### config.mk
export PLATFORM = sky130hd
export DESIGN_NAME = capture_compare_unit
export DESIGN_NICKNAME = d
export VERILOG_FILES = /design/src/cc_pkg.sv /design/src/capture_compare_unit.sv /design/src/cc_capture_edge.sv /design/src/cc_timer_one.sv
export VERILOG_INCLUDE_DIRS = /design/src
export SDC_FILE = /design/constraint.sdc
export NUM_CORES = 1
export LEC_CHECK = 0
export ABC_AREA = 0
export BUFFER_PORTS_ARGS = -buffer_cell sky130_fd_sc_hd__buf_2
export CORE_ASPECT_RATIO = 1.25
export CORE_MARGIN = 1.5
export CORE_UTILIZATION = 52
export CTS_CLUSTER_SIZE = 16
export DETAILED_ROUTE_END_ITERATION = 8
export PLACE_DENSITY = 0.78
export SLEW_MARGIN = 20
export SYNTH_ARGS = -nofsm -noshare
export SYNTH_HDL_FRONTEND = slang
export SYNTH_HIERARCHICAL = 1
export SYNTH_SLANG_ARGS = --single-unit
export TNS_END_PERCENT = 100
### constraint.sdc
create_clock -name pclk -period 5.9 [get_ports pclk]
set_clock_uncertainty 0.2 [all_clocks]
set_input_delay 1.18 -clock pclk [delete_from_list [all_inputs] [get_ports pclk]]
set_output_delay 1.18 -clock pclk [all_outputs]
set_load 0.05 [all_outputs]
### src/cc_consts.svh
// register indices, field positions, codes and reset values
`ifndef CC_CONSTS_SVH
`define CC_CONSTS_SVH

// ****************************************
// register indices (byte address = 4 * index)
// ****************************************
`define CC_LATCH_IDX      10'h007
`define CC_FLAGS_IDX      10'h00C
`define CC_TMR_LO_IDX     10'h00E
`define CC_TMR_HI_IDX     10'h00F
`define CC_TMR_CTRL_IDX   10'h010
`define CC_VALUE_LO_IDX   10'h015
`define CC_VALUE_HI_IDX   10'h016
`define CC_CTRL_IDX       10'h017
`define CC_DIR_IDX        10'h087
`define CC_ENABLES_IDX    10'h08C

// ****************************************
// field positions
// ****************************************
`define CC_EVENT_BIT      2
`define CC_TMR_OVF_BIT    0
`define CC_PIN_BIT        2
`define CC_TMR_RUN_BIT    0

// ****************************************
// mode select codes
// ****************************************
`define CC_MODE_OFF       4'h0
`define CC_MODE_CAP_FALL  4'h4
`define CC_MODE_CAP_RISE  4'h5
`define CC_MODE_CAP_R4    4'h6
`define CC_MODE_CAP_R16   4'h7
`define CC_MODE_CMP_HIGH  4'h8
`define CC_MODE_CMP_LOW   4'h9
`define CC_MODE_CMP_SOFT  4'hA
`define CC_MODE_CMP_SPEC  4'hB

// ****************************************
// prescaler terminal counts and reset values
// ****************************************
`define CC_PRE4_LAST      4'h3
`define CC_PRE16_LAST     4'hF
`define CC_CTRL_RESET     8'h00
`define CC_DIR_RESET      8'h3F
`define CC_BYTE_RESET     8'h00
`define CC_WORD_RESET     16'h0000

`endif

### src/cc_pkg.sv
// shared types for the capture/compare unit
package cc_pkg;

   typedef logic [3:0] mode_t;

   typedef enum logic [1:0] {
      KIND_OFF,
      KIND_CAPTURE,
      KIND_COMPARE,
      KIND_PWM
   } mode_kind_e;

   // reserved codes 0001..0011 behave as off but keep the compare latch
   function automatic mode_kind_e kind_of(input mode_t m);
      if (m[3:2] == 2'b11) begin
         return KIND_PWM;
      end else if (m[3]) begin
         return KIND_COMPARE;
      end else if (m[2]) begin
         return KIND_CAPTURE;
      end
      return KIND_OFF;
   endfunction

endpackage

### src/capture_compare_unit.sv
// capture/compare unit with timer one and apb register file
//
// How it works
// - each capture copies the full timer count into both value bytes.
// - capture on falling, rising, every 4th or every 16th rise.
// - a capture sets the sticky event flag; only software clears it.
// - a new capture overwrites the old value without overrun report.
// - pin driven as output in capture mode: port writes can capture.
// - prescaler counter cleared when unit off or not capturing.
// - capture-to-capture switch keeps prescaler; software writes zero first.
// - compare mode checks value against timer count on every update.
// - compare match sets, clears or keeps pin and sets event flag.
// - code 1010 match sets only the flag, pin untouched.
// - code 1011 match sets flag, clears timer, pulses converter start.
// - trigger clear of timer never sets timer overflow flag.
// - software timer write in same cycle beats trigger clear.
// - control zero turns unit off, compare latch low, port latch kept.
// - control bits 5-4 stored but unused in every mode, pwm included.
// - value bytes and control are software readable and writable.
//
// Implementation choice: register access over APB.
`timescale 1ns/10ps
`include "cc_consts.svh"

module capture_compare_unit (
   // clock and reset
   input  wire logic        pclk,
   input  wire logic        presetn,
   // apb slave
   input  wire logic        psel,
   input  wire logic        penable,
   input  wire logic        pwrite,
   input  wire logic [11:0] paddr,
   input  wire logic [31:0] pwdata,
   output logic      [31:0] prdata,
   output logic             pready,
   output logic             pslverr,
   // capture/compare pin
   input  wire logic        cc_pin_in,
   output logic             cc_pin_out,
   output logic             cc_pin_oe_n,
   // converter trigger
   output logic             adc_start
);
   import cc_pkg::*;

   // ****************************************
   // apb access
   // ****************************************
   logic [9:0]  idx;
   logic        done;
   logic        wr;
   logic        mapped;
   logic        pready_reg;
   logic        pready_next;
   logic [31:0] prdata_reg;
   logic [31:0] prdata_next;
   logic        pslverr_reg;
   logic        pslverr_next;

   // registers
   logic [7:0]  ctrl_reg;
   logic [7:0]  ctrl_next;
   logic [15:0] value_reg;
   logic [15:0] value_next;
   logic        event_flag_reg;
   logic        event_flag_next;
   logic        ovf_flag_reg;
   logic        ovf_flag_next;
   logic        event_en_reg;
   logic        event_en_next;
   logic        ovf_en_reg;
   logic        ovf_en_next;
   logic [7:0]  dir_reg;
   logic [7:0]  dir_next;
   logic [7:0]  latch_reg;
   logic [7:0]  latch_next;
   logic        run_reg;
   logic        run_next;

   // compare and pin
   logic        eq_prev_reg;
   logic        cmp_latch_reg;
   logic        cmp_latch_next;
   logic        pin_out_reg;
   logic        pin_out_next;
   logic        oe_n_reg;
   logic        oe_n_next;
   logic        adc_reg;
   logic        adc_next;

   // internal
   logic [15:0] count;
   logic        overflow;
   logic        capture_evt;
   logic        equal;
   logic        match_evt;
   logic        special_hit;
   logic        sample;
   mode_t       mode;

   function automatic logic is_mapped(input logic [9:0] i);
      return i == `CC_LATCH_IDX    || i == `CC_FLAGS_IDX    ||
             i == `CC_TMR_LO_IDX   || i == `CC_TMR_HI_IDX   ||
             i == `CC_TMR_CTRL_IDX || i == `CC_VALUE_LO_IDX ||
             i == `CC_VALUE_HI_IDX || i == `CC_CTRL_IDX     ||
             i == `CC_DIR_IDX      || i == `CC_ENABLES_IDX;
   endfunction

   function automatic logic wr_to(input logic w, input logic [9:0] i,
                                  input logic [9:0] target);
      return w && (i == target);
   endfunction

   assign idx    = paddr[11:2];
   assign mapped = is_mapped(idx);
   assign done   = psel && penable && pready_reg;
   assign wr     = done && pwrite && mapped;
   assign mode   = ctrl_reg[3:0];

   always_comb begin
      pready_next  = psel && penable && !pready_reg;
      pslverr_next = pready_next && !mapped;
      prdata_next  = 32'h0000_0000;
      if (pready_next && !pwrite) begin
         unique case (idx)
            `CC_LATCH_IDX:    prdata_next[7:0] = latch_reg;
            `CC_FLAGS_IDX: begin
               prdata_next[`CC_EVENT_BIT]   = event_flag_reg;
               prdata_next[`CC_TMR_OVF_BIT] = ovf_flag_reg;
            end
            `CC_ENABLES_IDX: begin
               prdata_next[`CC_EVENT_BIT]   = event_en_reg;
               prdata_next[`CC_TMR_OVF_BIT] = ovf_en_reg;
            end
            `CC_TMR_LO_IDX:   prdata_next[7:0] = count[7:0];
            `CC_TMR_HI_IDX:   prdata_next[7:0] = count[15:8];
            `CC_TMR_CTRL_IDX: prdata_next[`CC_TMR_RUN_BIT] = run_reg;
            `CC_VALUE_LO_IDX: prdata_next[7:0] = value_reg[7:0];
            `CC_VALUE_HI_IDX: prdata_next[7:0] = value_reg[15:8];
            `CC_CTRL_IDX:     prdata_next[7:0] = ctrl_reg;
            `CC_DIR_IDX:      prdata_next[7:0] = dir_reg;
            default:          prdata_next      = 32'h0000_0000;
         endcase
      end
   end

   always_ff @(posedge pclk or negedge presetn) begin
      if (!presetn) begin
         pready_reg  <= 1'b0;
         prdata_reg  <= 32'h0000_0000;
         pslverr_reg <= 1'b0;
      end else begin
         pready_reg  <= pready_next;
         prdata_reg  <= prdata_next;
         pslverr_reg <= pslverr_next;
      end
   end

   // ****************************************
   // timer one and capture front end
   // ****************************************
   cc_timer_one u_timer (
      .pclk     (pclk),
      .presetn  (presetn),
      .run      (run_reg),
      .clear    (special_hit),
      .wr_lo    (wr_to(wr, idx, `CC_TMR_LO_IDX)),
      .wr_hi    (wr_to(wr, idx, `CC_TMR_HI_IDX)),
      .wdata    (pwdata[7:0]),
      .count    (count),
      .overflow (overflow)
   );

   // output pin sees its own driven level
   assign sample = dir_reg[`CC_PIN_BIT] ? cc_pin_in : pin_out_reg;

   cc_capture_edge u_edge (
      .pclk    (pclk),
      .presetn (presetn),
      .mode    (mode),
      .sample  (sample),
      .capture (capture_evt)
   );

   // ****************************************
   // registers
   // ****************************************
   always_comb begin
      ctrl_next  = wr_to(wr, idx, `CC_CTRL_IDX) ?
                   {2'b00, pwdata[5:0]} : ctrl_reg;
      dir_next   = wr_to(wr, idx, `CC_DIR_IDX) ?
                   {2'b00, pwdata[5:0]} : dir_reg;
      latch_next = wr_to(wr, idx, `CC_LATCH_IDX) ? pwdata[7:0] : latch_reg;
      run_next   = wr_to(wr, idx, `CC_TMR_CTRL_IDX) ?
                   pwdata[`CC_TMR_RUN_BIT] : run_reg;
      value_next = value_reg;
      if (wr_to(wr, idx, `CC_VALUE_LO_IDX)) begin
         value_next[7:0] = pwdata[7:0];
      end
      if (wr_to(wr, idx, `CC_VALUE_HI_IDX)) begin
         value_next[15:8] = pwdata[7:0];
      end
      if (capture_evt) begin
         value_next = count;
      end
      event_en_next   = event_en_reg;
      ovf_en_next     = ovf_en_reg;
      event_flag_next = event_flag_reg;
      ovf_flag_next   = ovf_flag_reg;
      if (wr_to(wr, idx, `CC_ENABLES_IDX)) begin
         event_en_next = pwdata[`CC_EVENT_BIT];
         ovf_en_next   = pwdata[`CC_TMR_OVF_BIT];
      end
      if (wr_to(wr, idx, `CC_FLAGS_IDX)) begin
         event_flag_next = pwdata[`CC_EVENT_BIT];
         ovf_flag_next   = pwdata[`CC_TMR_OVF_BIT];
      end
      // hardware set wins over software clear
      if (capture_evt || match_evt) begin
         event_flag_next = 1'b1;
      end
      if (overflow) begin
         ovf_flag_next = 1'b1;
      end
   end

   always_ff @(posedge pclk or negedge presetn) begin
      if (!presetn) begin
         ctrl_reg       <= `CC_CTRL_RESET;
         dir_reg        <= `CC_DIR_RESET;
         latch_reg      <= `CC_BYTE_RESET;
         run_reg        <= 1'b0;
         value_reg      <= `CC_WORD_RESET;
         event_en_reg   <= 1'b0;
         ovf_en_reg     <= 1'b0;
         event_flag_reg <= 1'b0;
         ovf_flag_reg   <= 1'b0;
      end else begin
         ctrl_reg       <= ctrl_next;
         dir_reg        <= dir_next;
         latch_reg      <= latch_next;
         run_reg        <= run_next;
         value_reg      <= value_next;
         event_en_reg   <= event_en_next;
         ovf_en_reg     <= ovf_en_next;
         event_flag_reg <= event_flag_next;
         ovf_flag_reg   <= ovf_flag_next;
      end
   end

   // ****************************************
   // compare and pin drive
   // ****************************************
   always_comb begin
      equal       = (count == value_reg);
      match_evt   = (kind_of(mode) == KIND_COMPARE) && equal && !eq_prev_reg;
      special_hit = match_evt && (mode == `CC_MODE_CMP_SPEC);
      adc_next    = special_hit;
      cmp_latch_next = cmp_latch_reg;
      if (mode == `CC_MODE_OFF) begin
         cmp_latch_next = 1'b0;
      end else if (match_evt && mode == `CC_MODE_CMP_HIGH) begin
         cmp_latch_next = 1'b1;
      end else if (match_evt && mode == `CC_MODE_CMP_LOW) begin
         cmp_latch_next = 1'b0;
      end
      // soft and special codes leave the latch
      pin_out_next = (kind_of(ctrl_next[3:0]) == KIND_COMPARE) ?
                     cmp_latch_next : latch_next[`CC_PIN_BIT];
      oe_n_next    = dir_next[`CC_PIN_BIT];
   end

   always_ff @(posedge pclk or negedge presetn) begin
      if (!presetn) begin
         eq_prev_reg   <= 1'b0;
         cmp_latch_reg <= 1'b0;
         pin_out_reg   <= 1'b0;
         oe_n_reg      <= 1'b1;
         adc_reg       <= 1'b0;
      end else begin
         eq_prev_reg   <= equal;
         cmp_latch_reg <= cmp_latch_next;
         pin_out_reg   <= pin_out_next;
         oe_n_reg      <= oe_n_next;
         adc_reg       <= adc_next;
      end
   end

   assign prdata      = prdata_reg;
   assign pready      = pready_reg;
   assign pslverr     = pslverr_reg;
   assign cc_pin_out  = pin_out_reg;
   assign cc_pin_oe_n = oe_n_reg;
   assign adc_start   = adc_reg;
endmodule // capture_compare_unit

### src/cc_capture_edge.sv
// capture edge selection and edge prescaler
`timescale 1ns/10ps
`include "cc_consts.svh"

module cc_capture_edge
   import cc_pkg::*;
(
   // clock and reset
   input  wire logic        pclk,
   input  wire logic        presetn,
   // selection
   input  cc_pkg::mode_t    mode,
   input  wire logic        sample,
   // event
   output logic             capture
);

   logic       prev_reg;
   logic       prev_next;
   logic [3:0] count_reg;
   logic [3:0] count_next;
   logic       rise;
   logic       fall;

   always_comb begin
      rise       = sample && !prev_reg;
      fall       = !sample && prev_reg;
      prev_next  = sample;
      count_next = count_reg;
      capture    = 1'b0;
      if (kind_of(mode) != KIND_CAPTURE) begin
         count_next = 4'h0;
      end else begin
         // counter kept across capture modes
         unique case (mode[1:0])
            2'b00: capture = fall;
            2'b01: capture = rise;
            2'b10: begin
               if (rise) begin
                  capture    = (count_reg == `CC_PRE4_LAST);
                  count_next = capture ? 4'h0 : count_reg + 4'h1;
               end
            end
            2'b11: begin
               if (rise) begin
                  capture    = (count_reg == `CC_PRE16_LAST);
                  count_next = count_reg + 4'h1;
               end
            end
         endcase
      end
   end

   always_ff @(posedge pclk or negedge presetn) begin
      if (!presetn) begin
         prev_reg  <= 1'b0;
         count_reg <= 4'h0;
      end else begin
         prev_reg  <= prev_next;
         count_reg <= count_next;
      end
   end
endmodule // cc_capture_edge

### src/cc_timer_one.sv
// sixteen-bit timer one count with write and trigger clear
`timescale 1ns/10ps
`include "cc_consts.svh"

module cc_timer_one (
   // clock and reset
   input  wire logic        pclk,
   input  wire logic        presetn,
   // control
   input  wire logic        run,
   input  wire logic        clear,
   input  wire logic        wr_lo,
   input  wire logic        wr_hi,
   input  wire logic [7:0]  wdata,
   // state
   output logic      [15:0] count,
   output logic             overflow
);

   logic [15:0] count_reg;
   logic [15:0] count_next;

   always_comb begin
      count_next = count_reg;
      overflow   = 1'b0;
      if (wr_lo || wr_hi) begin
         // software write beats the trigger clear
         if (wr_lo) begin
            count_next[7:0] = wdata;
         end
         if (wr_hi) begin
            count_next[15:8] = wdata;
         end
      end else if (clear) begin
         // trigger clear raises no overflow
         count_next = `CC_WORD_RESET;
      end else if (run) begin
         count_next = count_reg + 16'h0001;
         overflow   = (count_reg == 16'hFFFF);
      end
   end

   always_ff @(posedge pclk or negedge presetn) begin
      if (!presetn) begin
         count_reg <= `CC_WORD_RESET;
      end else begin
         count_reg <= count_next;
      end
   end

   assign count = count_reg;

endmodule // cc_timer_one
# After elaboration in Yosys (flattened, before gate mapping)
# Index checks and enable logic that the tools add are counted.
# totals
out_inout_bits,37
ff_bits,100
elab_cells,157
inputBits,50
# classes
n_eq_ne,29
muxes,50
reduce_logical,52
addsub,2
# ops
operator,n
$mux W16,4
$eq A10 B5 Y1 const B,4
$mux W8,5
$pmux W5 S7,1
$eq A10 B4 Y1 const B,3
$logic_and A1 B1 Y1,24
$mux W1,21
$eq A10 B8 Y1 const B,2
$mux W4,5
$add A16 B1 Y16 const B,1
$eq A16 B16 Y1,1
$eq A16 B16 Y1 const B,1
$eq A4 B4 Y1 const B,4
$mux W2,8
$eq A2 B2 Y1 const B,6
$logic_or A1 B1 Y1,11
$eq A10 B3 Y1 const B,1
$pmux W1 S10,1
$pmux W1 S9,1
$pmux W4 S2,1
$reduce_bool A2 Y1,4
$pmux W1 S7,1
$logic_not A1 Y1,6
$ne A2 B1 Y1 const B,3
11 further kinds,14

# Logic depth before layout (Yosys ltp)
# depth
ltp_word,19
depth_mapped,12
ltp_nobuf,9

# Modules after synthesis
# Netlist, hierarchy kept.
# modules_own_cells
module,seq_area_each_um2,area_each_um2,n_inst,cells_each
capture_compare_unit,1383.8,3303.2,1,310
cc_timer_one,400.4,1078.5,1,122
cc_capture_edge,125.1,304.0,1,31

# Worst setup path after synthesis
# OpenSTA, ideal clock, no wires.
# synth_timing
path_type,in2reg
start,in paddr[7]
end,"reg u_timer.count_reg[13], in the netlist u_timer/count[13]"
cell_stages,9
path_slack_ns,2.114
setup_time_ns,0.126
n_path_buf,1
required_time_ns,5.574
arrival_ns,3.460
cell_sequence,nor4_4 > nand3_4 > nor3b_2 > inv_1 > nor3_1 > or3_4 > buf_6 > o21ai_1 > a221o_1
# synth_between
elab_chain_cells,15
word_cells_on_any_way,27
cone_classes,eq/ne: 11; mux: 1; reduce/logical: 15
# synth_lines
item,line,source
from (decl),capture_compare_unit.sv:33,"input wire logic [11:0] paddr,"
$eq A10 B3 Y1 / $eq A10 B4 Y1 (equally long branches),n/a,
$logic_or A1 B1 Y1 (no source line) (9 in series),n/a,
$logic_and A1 B1 Y1,capture_compare_unit.sv:118,assign wr = done && pwrite && mapped;
$logic_and A1 B1 Y1,capture_compare_unit.sv:112,return w && (i == target);
$logic_or A1 B1 Y1,cc_timer_one.sv:26,if (wr_lo || wr_hi) begin
$ne A2 B1 Y1 (no source line) / $reduce_bool A3 Y1 (equally long branches),n/a,
$reduce_and A2 Y1 (no source line),n/a,
to (signal assigned),cc_timer_one.sv:45,count_reg <= `CC_WORD_RESET;
to (signal assigned),cc_timer_one.sv:47,count_reg <= count_next;
to (decl),cc_timer_one.sv:20,logic [15:0] count_reg;
# Several ways; a longest one is shown, not always the timed one.
# A chain may end at the register's enable or synchronous reset.

# Worst setup path after layout
# layout_timing
start,in paddr[7]
end,"reg u_timer.count_reg[6], in the netlist u_timer/count[6]"
# The elaborated chain is that of the path after synthesis.

==> results.md <==
- The flow ran to the end, and the final reports show no timing, DRC or antenna violations.
- The detailed-route wire length is 11600 um.
- The boundary pin count is a little under 90.
- The wire-length estimate of the detail-placed layout is 8080 um.
- In this run the worst path has a maximum fanout of 16.
- In this run the static leakage power is 2.32 nW.
- The die is 87.9 um wide.
- The destination of the worst hold path is ctrl_reg[4]$_DFFE_PN0N_.
- Counting flops and latches in the post-synthesis netlist gives 76.
- The final global-route overflow total is 0.
- Measured in cells, the most critical reg-to-reg path has a length of 9.
- The detail-routed net length per standard cell is between 15 and 20 um.
- TritonCTS built the clock tree.
- The fraction of layout instances using a drive strength above 1 is 22.3%.
- The clock reaches the later pin of the worst-skew pair after about 0.35 ns.
- The slew at the pin with the worst max-slew slack is 0.956 ns.
- Entering global routing, the biggest net connects 77 pins.
- For this run, the number of Yosys warnings is 6.
- The layout net count is 544.
- The mapped cell area is roughly 4700 um2.
- Data arrives at the worst endpoint at 4.10 ns.
- Among all flip-flop cells after synthesis, the most frequent one is sky130_fd_sc_hd__dfrtp_1.
- The final weighted congestion in routability-driven placement is 0.884.
- The floorplan step defined a core boundary enclosing approximately 8700 um2.
- The startpoint of the most critical hold path is ctrl_reg[4]$_DFFE_PN0N_.
- The instance count of the mapped netlist is approximately 460.
- The sequential share of the synthesized area is 40.7%.
- The count of hold buffers inserted by post-cts repair is 0.
- The number of enable-type register cells in the synthesized netlist is 0.
- 0 antenna diodes ended up in the layout.
- The die covers 9590 um2.
- The number of antenna violations at the first check in global routing is 0.
- The number of rows in the core area is 38.
- The required arrival time at the worst endpoint is between 5 and 6 ns.
- The worst pin sits at a relative slew slack of 36.2%.
- The number of pins with negative max-slew slack in the final report was 0.
- The global-route wire length before repair is between 15000 and 20000 um.
- The number of global-route vias before repair is 3649.
- The cell sitting at the root of the clock tree is a sky130_fd_sc_hd__clkbuf_8.
- The clock passes through at most 2 buffers.
- The worst register-to-register path begins at u_timer/count[13]$_DFFE_PN0P_.
- The uppermost signal routing layer after detailed routing is met4.
- Along the worst hold path, the cell count comes to 1.
- The internal power component is roughly 700 uW.
- The count of vias placed by the detailed router is 3828.
- The clock period minus final worst setup slack is 4.06 ns.
- The DRC violation count after routing is 0.
- The switching power total is 256 uW.
- The critical path endpoint category is a register.
- CTS saw 76 sinks.
- Input and output buffers added on the ports amount to 36.
- The maximum frequency from static timing analysis is 246 MHz.
- The worst IR drop on VDD is 89.7 uV.
- In this run, the combinational gates consume 9.3% of the power.
- The number of iterations in the first detailed-routing pass is 7.
- The routed length on met3 is 803 um.
- The count of instances resized after the clock tree is built is 0.
- After synthesis, the mean cell area works out to about 10 um2.
- Setup repair after global routing left no endpoint under its margin.
- The clock network is responsible for 36.0% of the overall power.
- Across the run, the number of max-cap violations was 0.
- The number of different library cells used by synthesis comes to 67.
- The final instance area is 4990 um2.
- In the final timing run, aggregate negative setup slack is 0 ns.
- The count of final hold-check violations is 0.
- The critical path startpoint category is a primary input.
- The residual antenna-violating net count after detailed routing is 0.
- The global-route usage over all layers is 25.2%.
- The area after detailed placement is a little under 5000 um2.
- Dividing total power by cell area gives a power density of 192 nW/um2.
- The clock buffer count from CTS is 9.
- The initial utilization of the core area, before any placement, comes to 53.9%.
- The final count of negative-setup-slack endpoints is 0.
- After synthesis, the share of flip-flops with an asynchronous set or reset is 100%.
- The setup check on the worst reg-to-reg path leaves a slack of 2.60 ns.
- In this run the vertical extent of the chip is 109 um.
- The critical path is of the in -> reg type.
- The mean number of vias per cell is 6.20.
- The worst flop-to-flop path endpoint is u_timer/count[14]$_DFFE_PN0P_.
- Detailed routing placed a total of 5820 um of wire on met2.
- The fraction of power spent switching nets is 26.7%.
- The class of the tightest hold or removal check is reg -> reg.
- The count of routing violations after the opening detailed-route iteration is 312.
- Sequential cells burn 54.7% of the power.
- After clock tree synthesis, the setup repair step added 0 buffers.
- The H-tree depth is 3.
- Clock-pin slew was measured on the worst setup and hold paths at 0.07 ns.
- In the final routing, the length of wire on met1 measures 4470 um.
- The final worst-path cycle share is between 60% and 70%.
- From synthesis to final layout, the design area changed by 6.49%.
## cell type report
class | instances | area, um2
multi-input cells | 360 | 2540
inverters | 7 | 26.3
fillers | 753 | 3710
clock inverters | 2 | 10.0
well taps | 120 | 150
flip-flops and latches | 76 | 1910
repair buffers | 38 | 198
clock buffers | 14 | 153
## through the flow
step                utilization (%)  std cells  hold WS (ns)  setup slack (ns)  power (mW)
CTS                            57.3        617         0.311              1.92       0.969
finish                         57.3        617         0.309              1.84       0.957
floorplan                         -        486         0.271              2.11       0.603
global route                   57.3        617         0.334              1.71       0.998
detailed placement             55.5        601         0.295              1.54       0.623
global placement               55.5        601         0.287              1.68       0.621
## power groups by stage
| stage | combinational (mW) | clock, mW | sequential, mW |
|---|---|---|---|
| 2_1_floorplan | 0.0669 | 0 | 0.536 |
| 3_3_place_gp | 0.0878 | 0 | 0.534 |
| 3_5_place_dp | 0.0888 | 0 | 0.534 |
| 4_1_cts | 0.0891 | 0.357 | 0.524 |
| 5_1_grt | 0.0952 | 0.379 | 0.524 |
| 6_report | 0.0891 | 0.344 | 0.524 |
## synthesized netlist by cell type, types with 6 or more instances
cell type	instances	share of area (%)
sky130_fd_sc_hd__clkbuf_1	8	0.64
sky130_fd_sc_hd__a22oi_1	13	2.1
sky130_fd_sc_hd__a221oi_1	6	1.1
sky130_fd_sc_hd__o22ai_1	7	0.93
sky130_fd_sc_hd__xor2_1	16	3.0
sky130_fd_sc_hd__dfrtp_1	70	37
sky130_fd_sc_hd__nor2_1	18	1.4
sky130_fd_sc_hd__mux2i_1	27	5.8
sky130_fd_sc_hd__nand2_1	39	3.1
sky130_fd_sc_hd__dfstp_2	6	3.4
sky130_fd_sc_hd__o21ai_0	30	3.2
sky130_fd_sc_hd__nor3_1	10	1.1
sky130_fd_sc_hd__nor4_1	6	0.80
sky130_fd_sc_hd__mux2_2	31	7.4
sky130_fd_sc_hd__a21oi_1	12	1.3
sky130_fd_sc_hd__nor2b_1	6	0.80
sky130_fd_sc_hd__or3_1	8	1.1
sky130_fd_sc_hd__inv_1	7	0.56
sky130_fd_sc_hd__nand3_1	13	1.4
sky130_fd_sc_hd__o21ai_1	7	0.75
sky130_fd_sc_hd__buf_4	25	4.0
## worst max-delay path by stage
stage	slack, ns	to	cells past startpoint	from
final	1.84	u_timer/count[6]$_DFFE_PN0P_	10	paddr[7]
after global routing	1.71	u_timer/count[13]$_DFFE_PN0P_	11	paddr[7]
after CTS	1.92	u_timer/count[6]$_DFFE_PN0P_	10	paddr[7]
after detailed placement	1.54	u_timer/count[6]$_DFFE_PN0P_	10	paddr[7]
after global placement	1.68	u_timer/count[6]$_DFFE_PN0P_	10	paddr[7]
after floorplan	2.11	u_timer/count[13]$_DFFE_PN0P_	9	paddr[7]
## cells in the final DEF (no fill, tap or decap), types with 7 or more instances in the layout
master	instances
sky130_fd_sc_hd__dfrtp_1	70
sky130_fd_sc_hd__nand2_1	39
sky130_fd_sc_hd__buf_2	35
sky130_fd_sc_hd__mux2_2	31
sky130_fd_sc_hd__o21ai_0	30
sky130_fd_sc_hd__mux2i_1	27
sky130_fd_sc_hd__conb_1	24
sky130_fd_sc_hd__nor2_1	18
sky130_fd_sc_hd__xor2_1	16
sky130_fd_sc_hd__a22oi_1	13
sky130_fd_sc_hd__nand3_1	13
sky130_fd_sc_hd__a21oi_1	12
sky130_fd_sc_hd__clkbuf_8	10
sky130_fd_sc_hd__nor3_1	9
sky130_fd_sc_hd__or3_1	8
sky130_fd_sc_hd__inv_1	7
sky130_fd_sc_hd__o22ai_1	7
sky130_fd_sc_hd__o21ai_1	7
## logic make-up after synthesis
kind of cell / Yosys count / synth area share, %
AND/OR/NAND/NOR: 151 / 20.2
AO/OA/AOI/OAI: 109 / 15.3
flip-flops: 76 / 40.7
multiplexers: 58 / 13.2
buffers and inverters: 50 / 6.92
XOR/XNOR: 16 / 2.99
adder cells (fa/ha/maj): 2 / 0.534
other: 1 / 0.0800
## worst max-delay path, cell delays in order
cell and delay [ns]:
sky130_fd_sc_hd__buf_2 0.12, sky130_fd_sc_hd__nor4_4 0.60, sky130_fd_sc_hd__nand3_4 0.22, sky130_fd_sc_hd__nor3b_2 0.57, sky130_fd_sc_hd__inv_1 0.10, sky130_fd_sc_hd__nor3_1 0.33, sky130_fd_sc_hd__buf_4 0.28, sky130_fd_sc_hd__o21ba_2 0.23
sky130_fd_sc_hd__a21o_1 0.16, sky130_fd_sc_hd__a221o_1 0.30
## per-layer routing
metal  global-route usage [%]  vias to the layer above
li1                         -                     1737
met1                     29.7                     1881
met3                     5.83                       30
met2                     41.1                      180
met5                        0                        -
met4                     15.5                        0
(Power assumes the default switching activity.)
